File: src/sadc_cfg.svh
// Register offsets, field positions, reset values and timing counts of the converter control.
`ifndef SADC_CFG_SVH
`define SADC_CFG_SVH
// Register offsets on the plain register port.
`define SADC_OFS_STATUS_CTRL_1 4'h0
`define SADC_OFS_STATUS_CTRL_2 4'h1
`define SADC_OFS_RESULT_HI 4'h2
`define SADC_OFS_RESULT_LO 4'h3
`define SADC_OFS_COMPARE_HI 4'h4
`define SADC_OFS_COMPARE_LO 4'h5
`define SADC_OFS_CONFIG 4'h6
`define SADC_OFS_PIN_ENABLE 4'h7
`define SADC_OFS_PERIODIC 4'h8
// Field positions of status and control 1.
`define SADC_SC1_COMPLETE 7
`define SADC_SC1_IRQ_EN 6
`define SADC_SC1_CONTINUOUS 5
// Field positions of status and control 2.
`define SADC_SC2_ACTIVE 7
`define SADC_SC2_HW_TRIG 6
`define SADC_SC2_CMP_EN 5
`define SADC_SC2_CMP_GTE 4
// Field positions of the configuration register.
`define SADC_CFG_LOW_POWER 7
`define SADC_CFG_LONG_SAMPLE 4
`define SADC_CFG_MODE_LSB 2
// Field positions of the periodic counter register.
`define SADC_PER_EXT_CLK 4
// Reset values and special codes.
`define SADC_CHAN_DISABLED 5'h1F
`define SADC_CHAN_RESET 5'h1F
`define SADC_CONFIG_RESET 8'h00
`define SADC_PIN_EN_RESET 8'h00
// Sample lengths in conversion clock ticks.
`define SADC_SHORT_SAMPLE 5'h04
`define SADC_LONG_SAMPLE 5'h14
// Bus cycles the comparator path needs after each new trial code.
`define SADC_SETTLE_CYCLES 2'h3
// Internal periodic source rate and bus clock rate, both in hertz.
`define SADC_INT_SRC_HZ 1000
`define SADC_CLK_HZ 50000000
`define SADC_INT_SRC_CYCLES (`SADC_CLK_HZ / `SADC_INT_SRC_HZ)
`endif

File: src/sadc_pkg.sv
// Types shared by the converter control and its surroundings.
`default_nettype none
package sadc_pkg;
  // Sequencer states, Gray coded along idle, sample, convert, done.
  typedef enum logic [1:0] {
    SADC_IDLE = 2'h0,
    SADC_SAMPLE = 2'h1,
    SADC_CONVERT = 2'h3,
    SADC_DONE = 2'h2
  } sadc_state_e;

  // Conversion clock source codes.
  typedef enum logic [1:0] {
    SADC_CLK_BUS = 2'h0,
    SADC_CLK_BUS_HALF = 2'h1,
    SADC_CLK_ALTERNATE = 2'h2,
    SADC_CLK_LOCAL = 2'h3
  } sadc_clk_e;

  // Result width codes.
  typedef enum logic [1:0] {
    SADC_BITS_8 = 2'h0,
    SADC_BITS_12 = 2'h1,
    SADC_BITS_10 = 2'h2,
    SADC_BITS_RSVD = 2'h3
  } sadc_width_e;

  // Register port request.
  typedef struct packed {
    logic [3:0] addr;
    logic [7:0] wdata;
    logic wr;
    logic rd;
  } sadc_req_s;

  // Controls toward the analog converter and input multiplexer.
  typedef struct packed {
    logic [4:0] channel_select;
    logic [7:0] pin_analog_enable_bit;
    logic sample;
    logic [11:0] trial_code;
    logic powerdown;
    logic active;
  } sadc_analog_s;
endpackage
`default_nettype wire

File: src/sadc_ctrl.sv
// Conversion control of the 12-bit successive-approximation converter.
`include "sadc_cfg.svh"
`default_nettype none
module sadc_ctrl #(
  parameter int INT_SRC_CYCLES = `SADC_INT_SRC_CYCLES
) (
  // Clock and reset.
  input wire logic clk,
  input wire logic reset,
  // Register port.
  input wire sadc_pkg::sadc_req_s req,
  output logic [7:0] rdata,
  // Analog side.
  input wire logic comparator_high,
  output sadc_pkg::sadc_analog_s analog,
  // Clock pins and trigger.
  input wire logic local_async_conv_clock,
  input wire logic external_reference_clock,
  output logic hw_conversion_trigger,
  // Interrupt request to the processor.
  output logic conv_irq
);

  ////////////////////////////////////////////////////////////////////////////
  // State.

  typedef struct packed {
    sadc_pkg::sadc_state_e state;
    logic complete;
    logic irq_en;
    logic continuous;
    logic [4:0] channel_select;
    logic hw_trig_en;
    logic cmp_en;
    logic cmp_gte;
    logic [7:0] config_reg;
    logic [7:0] pin_enable;
    logic ext_clk_sel;
    logic [2:0] periodic_rate_select;
    logic [11:0] result;
    logic [11:0] cmp_val;
    logic [11:0] sar;
    logic [3:0] bit_idx;
    logic [4:0] smp_cnt;
    logic [1:0] settle;
    logic half_tog;
    logic lp_tog;
    logic [2:0] ack_sync;
    logic [2:0] ref_sync;
    logic [1:0] cmp_sync;
    logic [15:0] int_cnt;
    logic [9:0] periodic_interrupt_counter;
    logic trig;
    logic [7:0] rdata;
  } sadc_st_s;

  sadc_st_s st_q;
  sadc_st_s st_d;

  ////////////////////////////////////////////////////////////////////////////
  // Helpers.

  // Lowest bit position converted for a result width.
  function automatic logic [3:0] low_bit(input logic [1:0] mode);
    unique case (sadc_pkg::sadc_width_e'(mode))
      sadc_pkg::SADC_BITS_12: low_bit = 4'h0;
      sadc_pkg::SADC_BITS_10: low_bit = 4'h2;
      sadc_pkg::SADC_BITS_8, sadc_pkg::SADC_BITS_RSVD: low_bit = 4'h4;
    endcase
  endfunction

  // Terminal count of the periodic counter for a rate code.
  function automatic logic [9:0] period_last(input logic [2:0] rate);
    period_last = 10'(({7'h00, 3'h4} << rate) - 10'h001);
  endfunction

  logic [1:0] mode;
  logic [3:0] lsb;
  logic conv_tick_raw;
  logic conv_tick;
  logic per_tick;
  logic per_ovf;
  logic [11:0] final_code;
  logic cmp_true;
  logic sc1_write;
  logic channel_off;
  logic sw_start;
  logic hw_start;

  assign mode = st_q.config_reg[`SADC_CFG_MODE_LSB +: 2];
  assign lsb = low_bit(mode);
  assign channel_off = st_q.channel_select == `SADC_CHAN_DISABLED;
  assign sc1_write = req.wr && req.addr == `SADC_OFS_STATUS_CTRL_1;

  // Conversion clock enable; the alternate input does not exist here, so it never ticks.
  always_comb begin
    unique case (sadc_pkg::sadc_clk_e'(st_q.config_reg[1:0]))
      sadc_pkg::SADC_CLK_BUS: conv_tick_raw = 1'b1;
      sadc_pkg::SADC_CLK_BUS_HALF: conv_tick_raw = st_q.half_tog;
      sadc_pkg::SADC_CLK_ALTERNATE: conv_tick_raw = 1'b0;
      sadc_pkg::SADC_CLK_LOCAL: conv_tick_raw = st_q.ack_sync[1] & ~st_q.ack_sync[2];
    endcase
  end

  // Low-power setting halves the conversion rate, trading speed for supply current.
  assign conv_tick = conv_tick_raw &
                     (st_q.lp_tog | ~st_q.config_reg[`SADC_CFG_LOW_POWER]);

  // Periodic counter source: reference clock edge or internal slow source.
  assign per_tick = st_q.ext_clk_sel ? (st_q.ref_sync[1] & ~st_q.ref_sync[2])
                                     : (st_q.int_cnt == 16'(INT_SRC_CYCLES - 1));
  assign per_ovf = per_tick && st_q.periodic_rate_select != 3'h0 &&
                   st_q.periodic_interrupt_counter == period_last(st_q.periodic_rate_select);

  // Right-justified result of the finished approximation.
  assign final_code = st_q.sar >> lsb;

  // Compare against the programmed value on the justified result.
  assign cmp_true = st_q.cmp_gte ? (final_code >= st_q.cmp_val)
                                 : (final_code < st_q.cmp_val);

  // Start sources; a disabled channel refuses both.
  assign sw_start = sc1_write && !st_q.hw_trig_en &&
                    req.wdata[4:0] != `SADC_CHAN_DISABLED;
  assign hw_start = st_q.trig && st_q.hw_trig_en && !channel_off;

  ////////////////////////////////////////////////////////////////////////////
  // Next state.

  always_comb begin
    st_d = st_q;
    st_d.trig = per_ovf;
    // Synchronisers: only the second stage and its delayed copy are looked at.
    st_d.ack_sync = {st_q.ack_sync[1:0], local_async_conv_clock};
    st_d.ref_sync = {st_q.ref_sync[1:0], external_reference_clock};
    st_d.cmp_sync = {st_q.cmp_sync[0], comparator_high};
    st_d.half_tog = ~st_q.half_tog;
    if (conv_tick_raw) begin
      st_d.lp_tog = ~st_q.lp_tog;
    end
    // Internal slow source and the free-running periodic counter, never gated by power mode.
    if (st_q.int_cnt == 16'(INT_SRC_CYCLES - 1)) begin
      st_d.int_cnt = 16'h0000;
    end else begin
      st_d.int_cnt = st_q.int_cnt + 16'h0001;
    end
    if (per_tick) begin
      if (per_ovf || st_q.periodic_rate_select == 3'h0) begin
        st_d.periodic_interrupt_counter = 10'h000;
      end else begin
        st_d.periodic_interrupt_counter = st_q.periodic_interrupt_counter + 10'h001;
      end
    end
    if (st_q.settle != 2'h0) begin
      st_d.settle = st_q.settle - 2'h1;
    end

    // Sequencer.
    unique case (st_q.state)
      sadc_pkg::SADC_IDLE: begin
        if (hw_start) begin
          st_d.state = sadc_pkg::SADC_SAMPLE;
          st_d.smp_cnt = 5'h00;
        end
      end
      sadc_pkg::SADC_SAMPLE: begin
        if (conv_tick) begin
          st_d.smp_cnt = st_q.smp_cnt + 5'h01;
          if (st_q.smp_cnt == (st_q.config_reg[`SADC_CFG_LONG_SAMPLE] ? `SADC_LONG_SAMPLE
                                                                      : `SADC_SHORT_SAMPLE)
              - 5'h01) begin
            st_d.state = sadc_pkg::SADC_CONVERT;
            st_d.sar = 12'h800;
            st_d.bit_idx = 4'hB;
            st_d.settle = `SADC_SETTLE_CYCLES;
          end
        end
      end
      sadc_pkg::SADC_CONVERT: begin
        // Decide one bit per tick once the comparator path has settled on the trial code.
        if (conv_tick && st_q.settle == 2'h0) begin
          if (!st_q.cmp_sync[1]) begin
            st_d.sar[st_q.bit_idx] = 1'b0;
          end
          if (st_q.bit_idx == lsb) begin
            st_d.state = sadc_pkg::SADC_DONE;
          end else begin
            st_d.bit_idx = st_q.bit_idx - 4'h1;
            st_d.sar[st_q.bit_idx - 4'h1] = 1'b1;
            st_d.settle = `SADC_SETTLE_CYCLES;
          end
        end
      end
      sadc_pkg::SADC_DONE: begin
        st_d.result = final_code;
        if (!st_q.cmp_en || cmp_true) begin
          st_d.complete = 1'b1;
        end
        st_d.smp_cnt = 5'h00;
        if (st_q.continuous && !channel_off) begin
          st_d.state = sadc_pkg::SADC_SAMPLE;
        end else begin
          st_d.state = sadc_pkg::SADC_IDLE;
        end
      end
    endcase

    // Register writes.
    if (req.wr) begin
      unique case (req.addr)
        `SADC_OFS_STATUS_CTRL_1: begin
          st_d.irq_en = req.wdata[`SADC_SC1_IRQ_EN];
          st_d.continuous = req.wdata[`SADC_SC1_CONTINUOUS];
          st_d.channel_select = req.wdata[4:0];
          st_d.state = sw_start ? sadc_pkg::SADC_SAMPLE : sadc_pkg::SADC_IDLE;
          st_d.smp_cnt = 5'h00;
        end
        `SADC_OFS_STATUS_CTRL_2: begin
          st_d.hw_trig_en = req.wdata[`SADC_SC2_HW_TRIG];
          st_d.cmp_en = req.wdata[`SADC_SC2_CMP_EN];
          st_d.cmp_gte = req.wdata[`SADC_SC2_CMP_GTE];
        end
        `SADC_OFS_COMPARE_HI: st_d.cmp_val[11:8] = req.wdata[3:0];
        `SADC_OFS_COMPARE_LO: st_d.cmp_val[7:0] = req.wdata;
        `SADC_OFS_CONFIG: st_d.config_reg = req.wdata;
        `SADC_OFS_PIN_ENABLE: st_d.pin_enable = req.wdata;
        `SADC_OFS_PERIODIC: begin
          st_d.ext_clk_sel = req.wdata[`SADC_PER_EXT_CLK];
          st_d.periodic_rate_select = req.wdata[2:0];
        end
        default: ;
      endcase
    end

    // Completion flag clears on a control write or a low-result read; a set in the same cycle wins.
    if ((sc1_write || (req.rd && req.addr == `SADC_OFS_RESULT_LO)) &&
        !(st_q.state == sadc_pkg::SADC_DONE && (!st_q.cmp_en || cmp_true))) begin
      st_d.complete = 1'b0;
    end

    // Read data, presented in the cycle after the strobe; unmapped offsets read zero.
    st_d.rdata = 8'h00;
    if (req.rd) begin
      unique case (req.addr)
        `SADC_OFS_STATUS_CTRL_1: begin
          st_d.rdata = {st_q.complete, st_q.irq_en, st_q.continuous, st_q.channel_select};
        end
        `SADC_OFS_STATUS_CTRL_2: begin
          st_d.rdata = {st_q.state != sadc_pkg::SADC_IDLE, st_q.hw_trig_en, st_q.cmp_en,
                        st_q.cmp_gte, 4'h0};
        end
        `SADC_OFS_RESULT_HI: st_d.rdata = {4'h0, st_q.result[11:8]};
        `SADC_OFS_RESULT_LO: st_d.rdata = st_q.result[7:0];
        `SADC_OFS_COMPARE_HI: st_d.rdata = {4'h0, st_q.cmp_val[11:8]};
        `SADC_OFS_COMPARE_LO: st_d.rdata = st_q.cmp_val[7:0];
        `SADC_OFS_CONFIG: st_d.rdata = st_q.config_reg;
        `SADC_OFS_PIN_ENABLE: st_d.rdata = st_q.pin_enable;
        `SADC_OFS_PERIODIC: st_d.rdata = {3'h0, st_q.ext_clk_sel, 1'b0,
                                          st_q.periodic_rate_select};
        default: st_d.rdata = 8'h00;
      endcase
    end
  end

  ////////////////////////////////////////////////////////////////////////////
  // Registers.

  // Synchronous reset puts every field at a constant; the channel starts disabled.
  always_ff @(posedge clk) begin
    if (reset) begin
      st_q <= '0;
      st_q.state <= sadc_pkg::SADC_IDLE;
      st_q.channel_select <= `SADC_CHAN_RESET;
      st_q.config_reg <= `SADC_CONFIG_RESET;
      st_q.pin_enable <= `SADC_PIN_EN_RESET;
    end else begin
      st_q <= st_d;
    end
  end

  ////////////////////////////////////////////////////////////////////////////
  // Outputs.

  // Reserved codes pass straight to the multiplexer; their result is whatever comes back.
  assign analog.channel_select = st_q.channel_select;
  assign analog.pin_analog_enable_bit = st_q.pin_enable;
  assign analog.sample = st_q.state == sadc_pkg::SADC_SAMPLE;
  assign analog.trial_code = st_q.sar;
  assign analog.powerdown = channel_off;
  assign analog.active = st_q.state != sadc_pkg::SADC_IDLE;
  assign hw_conversion_trigger = st_q.trig;
  assign conv_irq = st_q.complete & st_q.irq_en;
  assign rdata = st_q.rdata;

endmodule
`default_nettype wire

File: config.mk
export PLATFORM = sky130hd
export DESIGN_NAME = sadc_ctrl
export DESIGN_NICKNAME = d
export VERILOG_FILES = /design/src/sadc_pkg.sv /design/src/sadc_ctrl.sv
export VERILOG_INCLUDE_DIRS = /design/src
export SDC_FILE = /design/constraint.sdc
export NUM_CORES = 1
export LEC_CHECK = 0
export BUFFER_PORTS_ARGS = -buffer_cell sky130_fd_sc_hd__buf_2
export CAP_MARGIN = 20
export CORE_ASPECT_RATIO = 1.2
export CORE_MARGIN = 2
export CORE_UTILIZATION = 50
export DETAILED_ROUTE_END_ITERATION = 10
export HOLD_SLACK_MARGIN = 0.03
export PLACE_DENSITY = 0.71
export SLEW_MARGIN = 20
export SYNTH_ARGS = -nofsm -noshare
export SYNTH_HDL_FRONTEND = slang
export SYNTH_SLANG_ARGS = --single-unit
File: constraint.sdc
create_clock -name clk -period 2.87 [get_ports clk]
set_clock_uncertainty 0.1 [all_clocks]
set_input_delay 0.1435 -clock clk [delete_from_list [all_inputs] [get_ports clk]]
set_output_delay 0.1435 -clock clk [all_outputs]
set_load 0.01 [all_outputs]
-- Word level (Yosys, flattened, before mapping)
Cells that the tools add are included.
Widths: inputs -> output; s select.
- register bits: 125
- input bits: 19
- output and inout bits: 38
- word-level logic and storage cells: 167
- add/subtract/negate cells: 7
- order comparisons: 6
- equal/unequal tests: 27
- shifts and indexed selects: 2
- multiplexer cells: 38
- bitwise operators: 14
- reductions and logical operators: 45
- operator list (cell ; count):
    $pmux 8 s9 ; 1
    $mux 16 ; 3
    $mux 12 ; 3
    $pmux 16 s2 ; 1
    $mux 23 ; 1
    $mux 2 ; 11
    $mux 5 ; 4
    $add 16x1->16 const B ; 1
    $eq 16x16->1 const B ; 1
    $eq 4x3->1 const B ; 4
    $reduce_and 2->1 ; 8
    $pmux 5 s3 ; 1
    $logic_and 1x1->1 ; 14
    $and 12x12->12 ; 1
    $eq 2x2->1 const B ; 6
    $ge 12x12->1 ; 1
    $lt 12x12->1 ; 1
    $not 12->12 ; 1
    $or 12x12->12 ; 1
    $pmux 4 s3 ; 1
    $shr 12x4->12 ; 1
    $add 10x1->10 const B ; 1
    $eq 10x10->1 ; 1
    $lt 4x5->1 const B ; 2
    36 further kinds ; 69

-- Logic depth before layout (Yosys ltp)
- word-level depth: 13
- depth in mapped cells: 13
- depth with buffers taken out: 11

-- Least setup slack after synthesis
Ideal clock, no wire load.
- path kind: reg2reg
- start: reg st_q, in the netlist mode[0]
- end: reg st_q[122] (netlist name)
- setup time: 0.120 ns
- arrival: 2.508 ns
- required time: 2.650 ns
- slack: 0.143 ns
- cell stages (with the launch flop): 13
- path buffers: 2
- period minus slack after synthesis: 2.727 ns
- path through: dfxtp_1 -> inv_1 -> ha_1 -> clkbuf_1 -> buf_2 -> mux2i_1 -> o21ai_0 -> ha_1 -> a21oi_1 -> o21ai_0 -> a221oi_1 -> nor2b_1 -> o31a_1
- longest elaborated chain between the ends: 11
- elaborated cells on any way between the ends: 16
- those cells by class: order compare: 2; eq/ne: 3; shift: 1; mux: 2; reduce/logical: 8
- ends and longest elaborated chain (element ; RTL line ; text):
    from (decl) ; sadc_ctrl.sv:57 ; sadc_st_s st_q;
    from (signal assigned) ; sadc_ctrl.sv:277 ; st_q <= st_d;
    $eq 2x2->1 or $logic_not 2->1 (tied branches) ; sadc_ctrl.sv:65 ; unique case (sadc_pkg::sadc_width_e'(mode))
    $reduce_or 2->1 ; sadc_ctrl.sv:65 ;
    $pmux 4 s3 (*) ; sadc_ctrl.sv:65 ;
    $shr 12x4->12 (*) ; sadc_ctrl.sv:116 ; assign final_code = st_q.sar >> lsb;
    net final_code[7] ; sadc_ctrl.sv:83 ; logic [11:0] final_code;
    $lt 12x12->1 or $ge 12x12->1 (tied branches) ; sadc_ctrl.sv:120, sadc_ctrl.sv:119 ;
    $mux 1 (*) ; sadc_ctrl.sv:119 ; assign cmp_true = st_q.cmp_gte ? (final_code >= st_q.cmp_val)
    $logic_or 1x1->1 (*) ; sadc_ctrl.sv:196, sadc_ctrl.sv:237 ;
    $logic_and 1x1->1 ; sadc_ctrl.sv:237 ; !(st_q.state == sadc_pkg::SADC_DONE && (!st_q.cmp_en || cmp_true))) begin
    $logic_not 1->1 ; sadc_ctrl.sv:237 ;
    $logic_and 1x1->1 ; sadc_ctrl.sv:236 ; if ((sc1_write || (req.rd && req.addr == `SADC_OFS_RESULT_LO)) &&
    $reduce_or 2->1 (no line) ; - ;
Mark *: on every way through the listed nets, which the timed path passes. The rest lies on a longest branch. The select of a mux whose other input is x is not followed.
A chain may end at the register's enable or synchronous reset.

-- Worst setup path after layout
- start: reg st_q, in the netlist mode[1]
- end: reg st_q[122] (netlist name)
Same word-level chain as after synthesis.

==> run summary <==
Clock Power Share -> 52.0%
Final setup fails -> 0
Max IR drop VDD -> 0.4077 mV
Worst-path fanout max -> 16
Placement Setup Slack -> 86.71 ps
Grt total ovfl -> 0
Number of diodes -> 0
Antenna violations before repair -> 0
Via count -> 5996
Final ANT Viol Nets -> 0
First-pass iteration count of the detailed router -> 6
Most frequent cell after synthesis -> dfxtp_1
Fmax -> 370.6 MHz
Via density -> 5.907
1st-iter DRT viols -> 465
Layout Nets -> 874
Max-slew violation count -> 0
Final Hold Viols -> 0
RSZ-0062 raised after global routing -> false
Dpl hpwl -> 12790 um
Synthesized area per cell -> 8.410 um^2
Bufs on Longest Clock Path -> 2
Die height -> 131.8 um
Worst-Margin Slew -> 1020 ps
Top cell type's share of synthesized area -> 36.78%
Sequential-to-total area share from yosys stat -> 36.78%
Sw Ratio -> 22.96%
Combinational power share -> 6.0%
Remaining DRCs -> 0
Ys Warns -> 0
TritonCTS Buffers -> 17
Layout Area Growth over Synthesis -> 13.98%
Type of destination of the critical path -> flop
Ys flop type -> dfxtp_1
EDFF count, synth -> 0
Final Cycle Share -> 94.03%
Pin count of the biggest net entering global routing -> 70
Core Box Area -> 13240 um^2
P per Cell Area -> 547.5 nW/um^2
P_sw -> 974.7 uW
Final Cell Area -> 7755 um^2
CTS tree -> built
Clock-pin slew on the worst setup and hold paths -> 60 ps
Slew margin rel. -> 32.03%
WL per Instance -> 17.58 um
H-tree levels -> 4
Leak -> 0.002995 uW
Ports -> 57
Hold Crit Class -> input pin to flop
CP arrival -> 2900 ps
Post-route worst setup slack -> 171.3 ps
Insertion delay to the later sink of the worst-skew pair -> 430 ps
Synth Register Bits -> 125
Max-cap viol count -> 0
Synthesized area -> 6804 um^2
Port buffer count -> 56
Routed wire length -> 17840 um
First-pass GRT wire length -> 29030 um
TNS Setup -> 0 ps
Period minus WS final -> 2699 ps
Die Wd -> 110.5 um
CP Data Required Time -> 3070 ps
Post-synthesis async set-or-reset flop share -> 0%
Outcome -> finished clean
CP Launch Type -> flop
Number of global-route vias before repair -> 5783
Register share of total power -> 42.0%
Unique masters post-synth -> 66
Placed cells -> 967
Placer Congestion -> 0.9287
Syn_nets -> 849
Cell internal pwr -> 3271 uW
Site row count -> 46
Critical path class -> flop to flop
Mapped Cells -> 809
Biggest area consumer among synthesized cells -> dfxtp_1
GRT Resource Usage Total -> 24.48%
Sink Count -> 125
Largest cells by area after synthesis -> dfxtp_1 (37%), mux2i_1 (7.1%), nor2_1 (5.5%)
Overall Power -> 4246 uW
Root buffer cell -> clkbuf_16
Layout cells sized above 1 -> 15.58%
Initial cell density of the core -> 51.40%
Post-synth top cells -> dfxtp_1 (125), nor2_1 (99), nand2_1 (75), mux2i_1 (48), a21oi_1 (40)
DP Area -> 6953 um^2
Die footprint -> 14560 um^2
Layout Cells excl Fill -> 1015
state kept, by name, summed over array words and instances (netlist names):
| signal | flops |
|---|---|
| st_q | 84 |
| rdata | 8 |
| hw_conversion_trigger | 1 |
| mode | 2 |
| analog | 25 |
| st_d | 5 |
what timing repair did:
| item | in CTS | in global routing |
|---|---|---|
| hold endpoints to repair | 43 | 0 |
| buffers inserted | 0 | 1 |
| resized for setup | 0 | 4 |
| hold buffers | 15 | 0 |
| setup endpoints to repair | 0 | 10 |
final cells by class:
| cell class | count | area (um^2) |
|---|---|---|
| Timing Repair Buffer | 86 | 568.0 |
| Clock buffer | 23 | 508.0 |
| Tap cell | 168 | 210.2 |
| Clock inverter | 9 | 107.6 |
| Inverter | 21 | 78.83 |
| Sequential cell | 125 | 2502 |
| Multi-Input combinational cell | 583 | 3780 |
| Fill cell | 1166 | 5483 |
worst max-delay path: stages, from the launching register on:
cell and delay (ps):
dfxtp_1 380, ha_2 230, buf_12 160, mux4_2 550, ha_1 310, nor2b_1 140, o211ai_1 110, a21boi_0 230
nor3b_1 80, o31a_1 300
metrics by stage:
step | hold WS, ps | utilization (%)
detailed placement | 258.1 | 52.52
CTS | 160.4 | 58.31
finish | 181.4 | 58.58
global route | 183.8 | 58.58
floorplan | 167.5 | -
global placement | 255.1 | 52.52
routing by layer:
| layer | routed length (um) | share of wire (%) | track usage, % | vias up |
|---|---|---|---|---|
| li1 | - | - | - | 2884 |
| met1 | 7740 | 43 | 30.52 | 2878 |
| met2 | 8642 | 48 | 41.31 | 204 |
| met3 | 1092 | 6.1 | 6.207 | 30 |
| met4 | 368 | 2.1 | 8.333 | 0 |
| met5 | 0 | 0 | 0 | - |
kinds of logic (layout without fill, tap and decap cells):
kind of cell / count (synthesis) / count (layout) / share of synthesized area, %
mux: 60 / 60 / 9.213
compound gates: 153 / 153 / 15.24
xor+xnor: 30 / 30 / 3.862
fa+ha+maj: 21 / 21 / 3.862
flops: 125 / 125 / 36.78
buf+inv: 101 / 139 / 7.907
simple gates: 319 / 319 / 23.13
power by group through the flow:
stage                     sequential (uW)  combinational (uW)  clock [uW]
after floorplan                      1810                 167           0
after global placement               1820                 228           0
after detailed placement             1820                 236           0
after CTS                            1780                 253        2230
after global routing                 1790                 280        2310
final                                1780                 257        2210
layout by cell type (no fill, tap or decap), types with 8 or more instances in the layout:
master and count:
nand2_1 75, and3_1 13, inv_1 20, buf_4 13, xor2_1 15, o21ai_0 25
buf_2 56, mux2_2 11, nand3_1 31, dfxtp_1 125, clkbuf_16 17, a21oi_1 39
a211oi_1 23, xnor2_1 15, dlygate4sd3_1 15, nor2_1 99, nand2b_1 8, ha_1 20
mux2i_1 48, nor2b_1 27, nor3_1 17
path summary, 6_finish.rpt:
path	startpoint	endpoint	slack, ps	cells past startpoint
max	mode[1]	st_q[122]	170	9
min	req[1]	st_q[114]	180	4
max reg2reg	mode[1]	st_q[122]	170	9
min reg2reg	st_q[44]	st_q[44]	320	1
(Power assumes the default switching activity.)
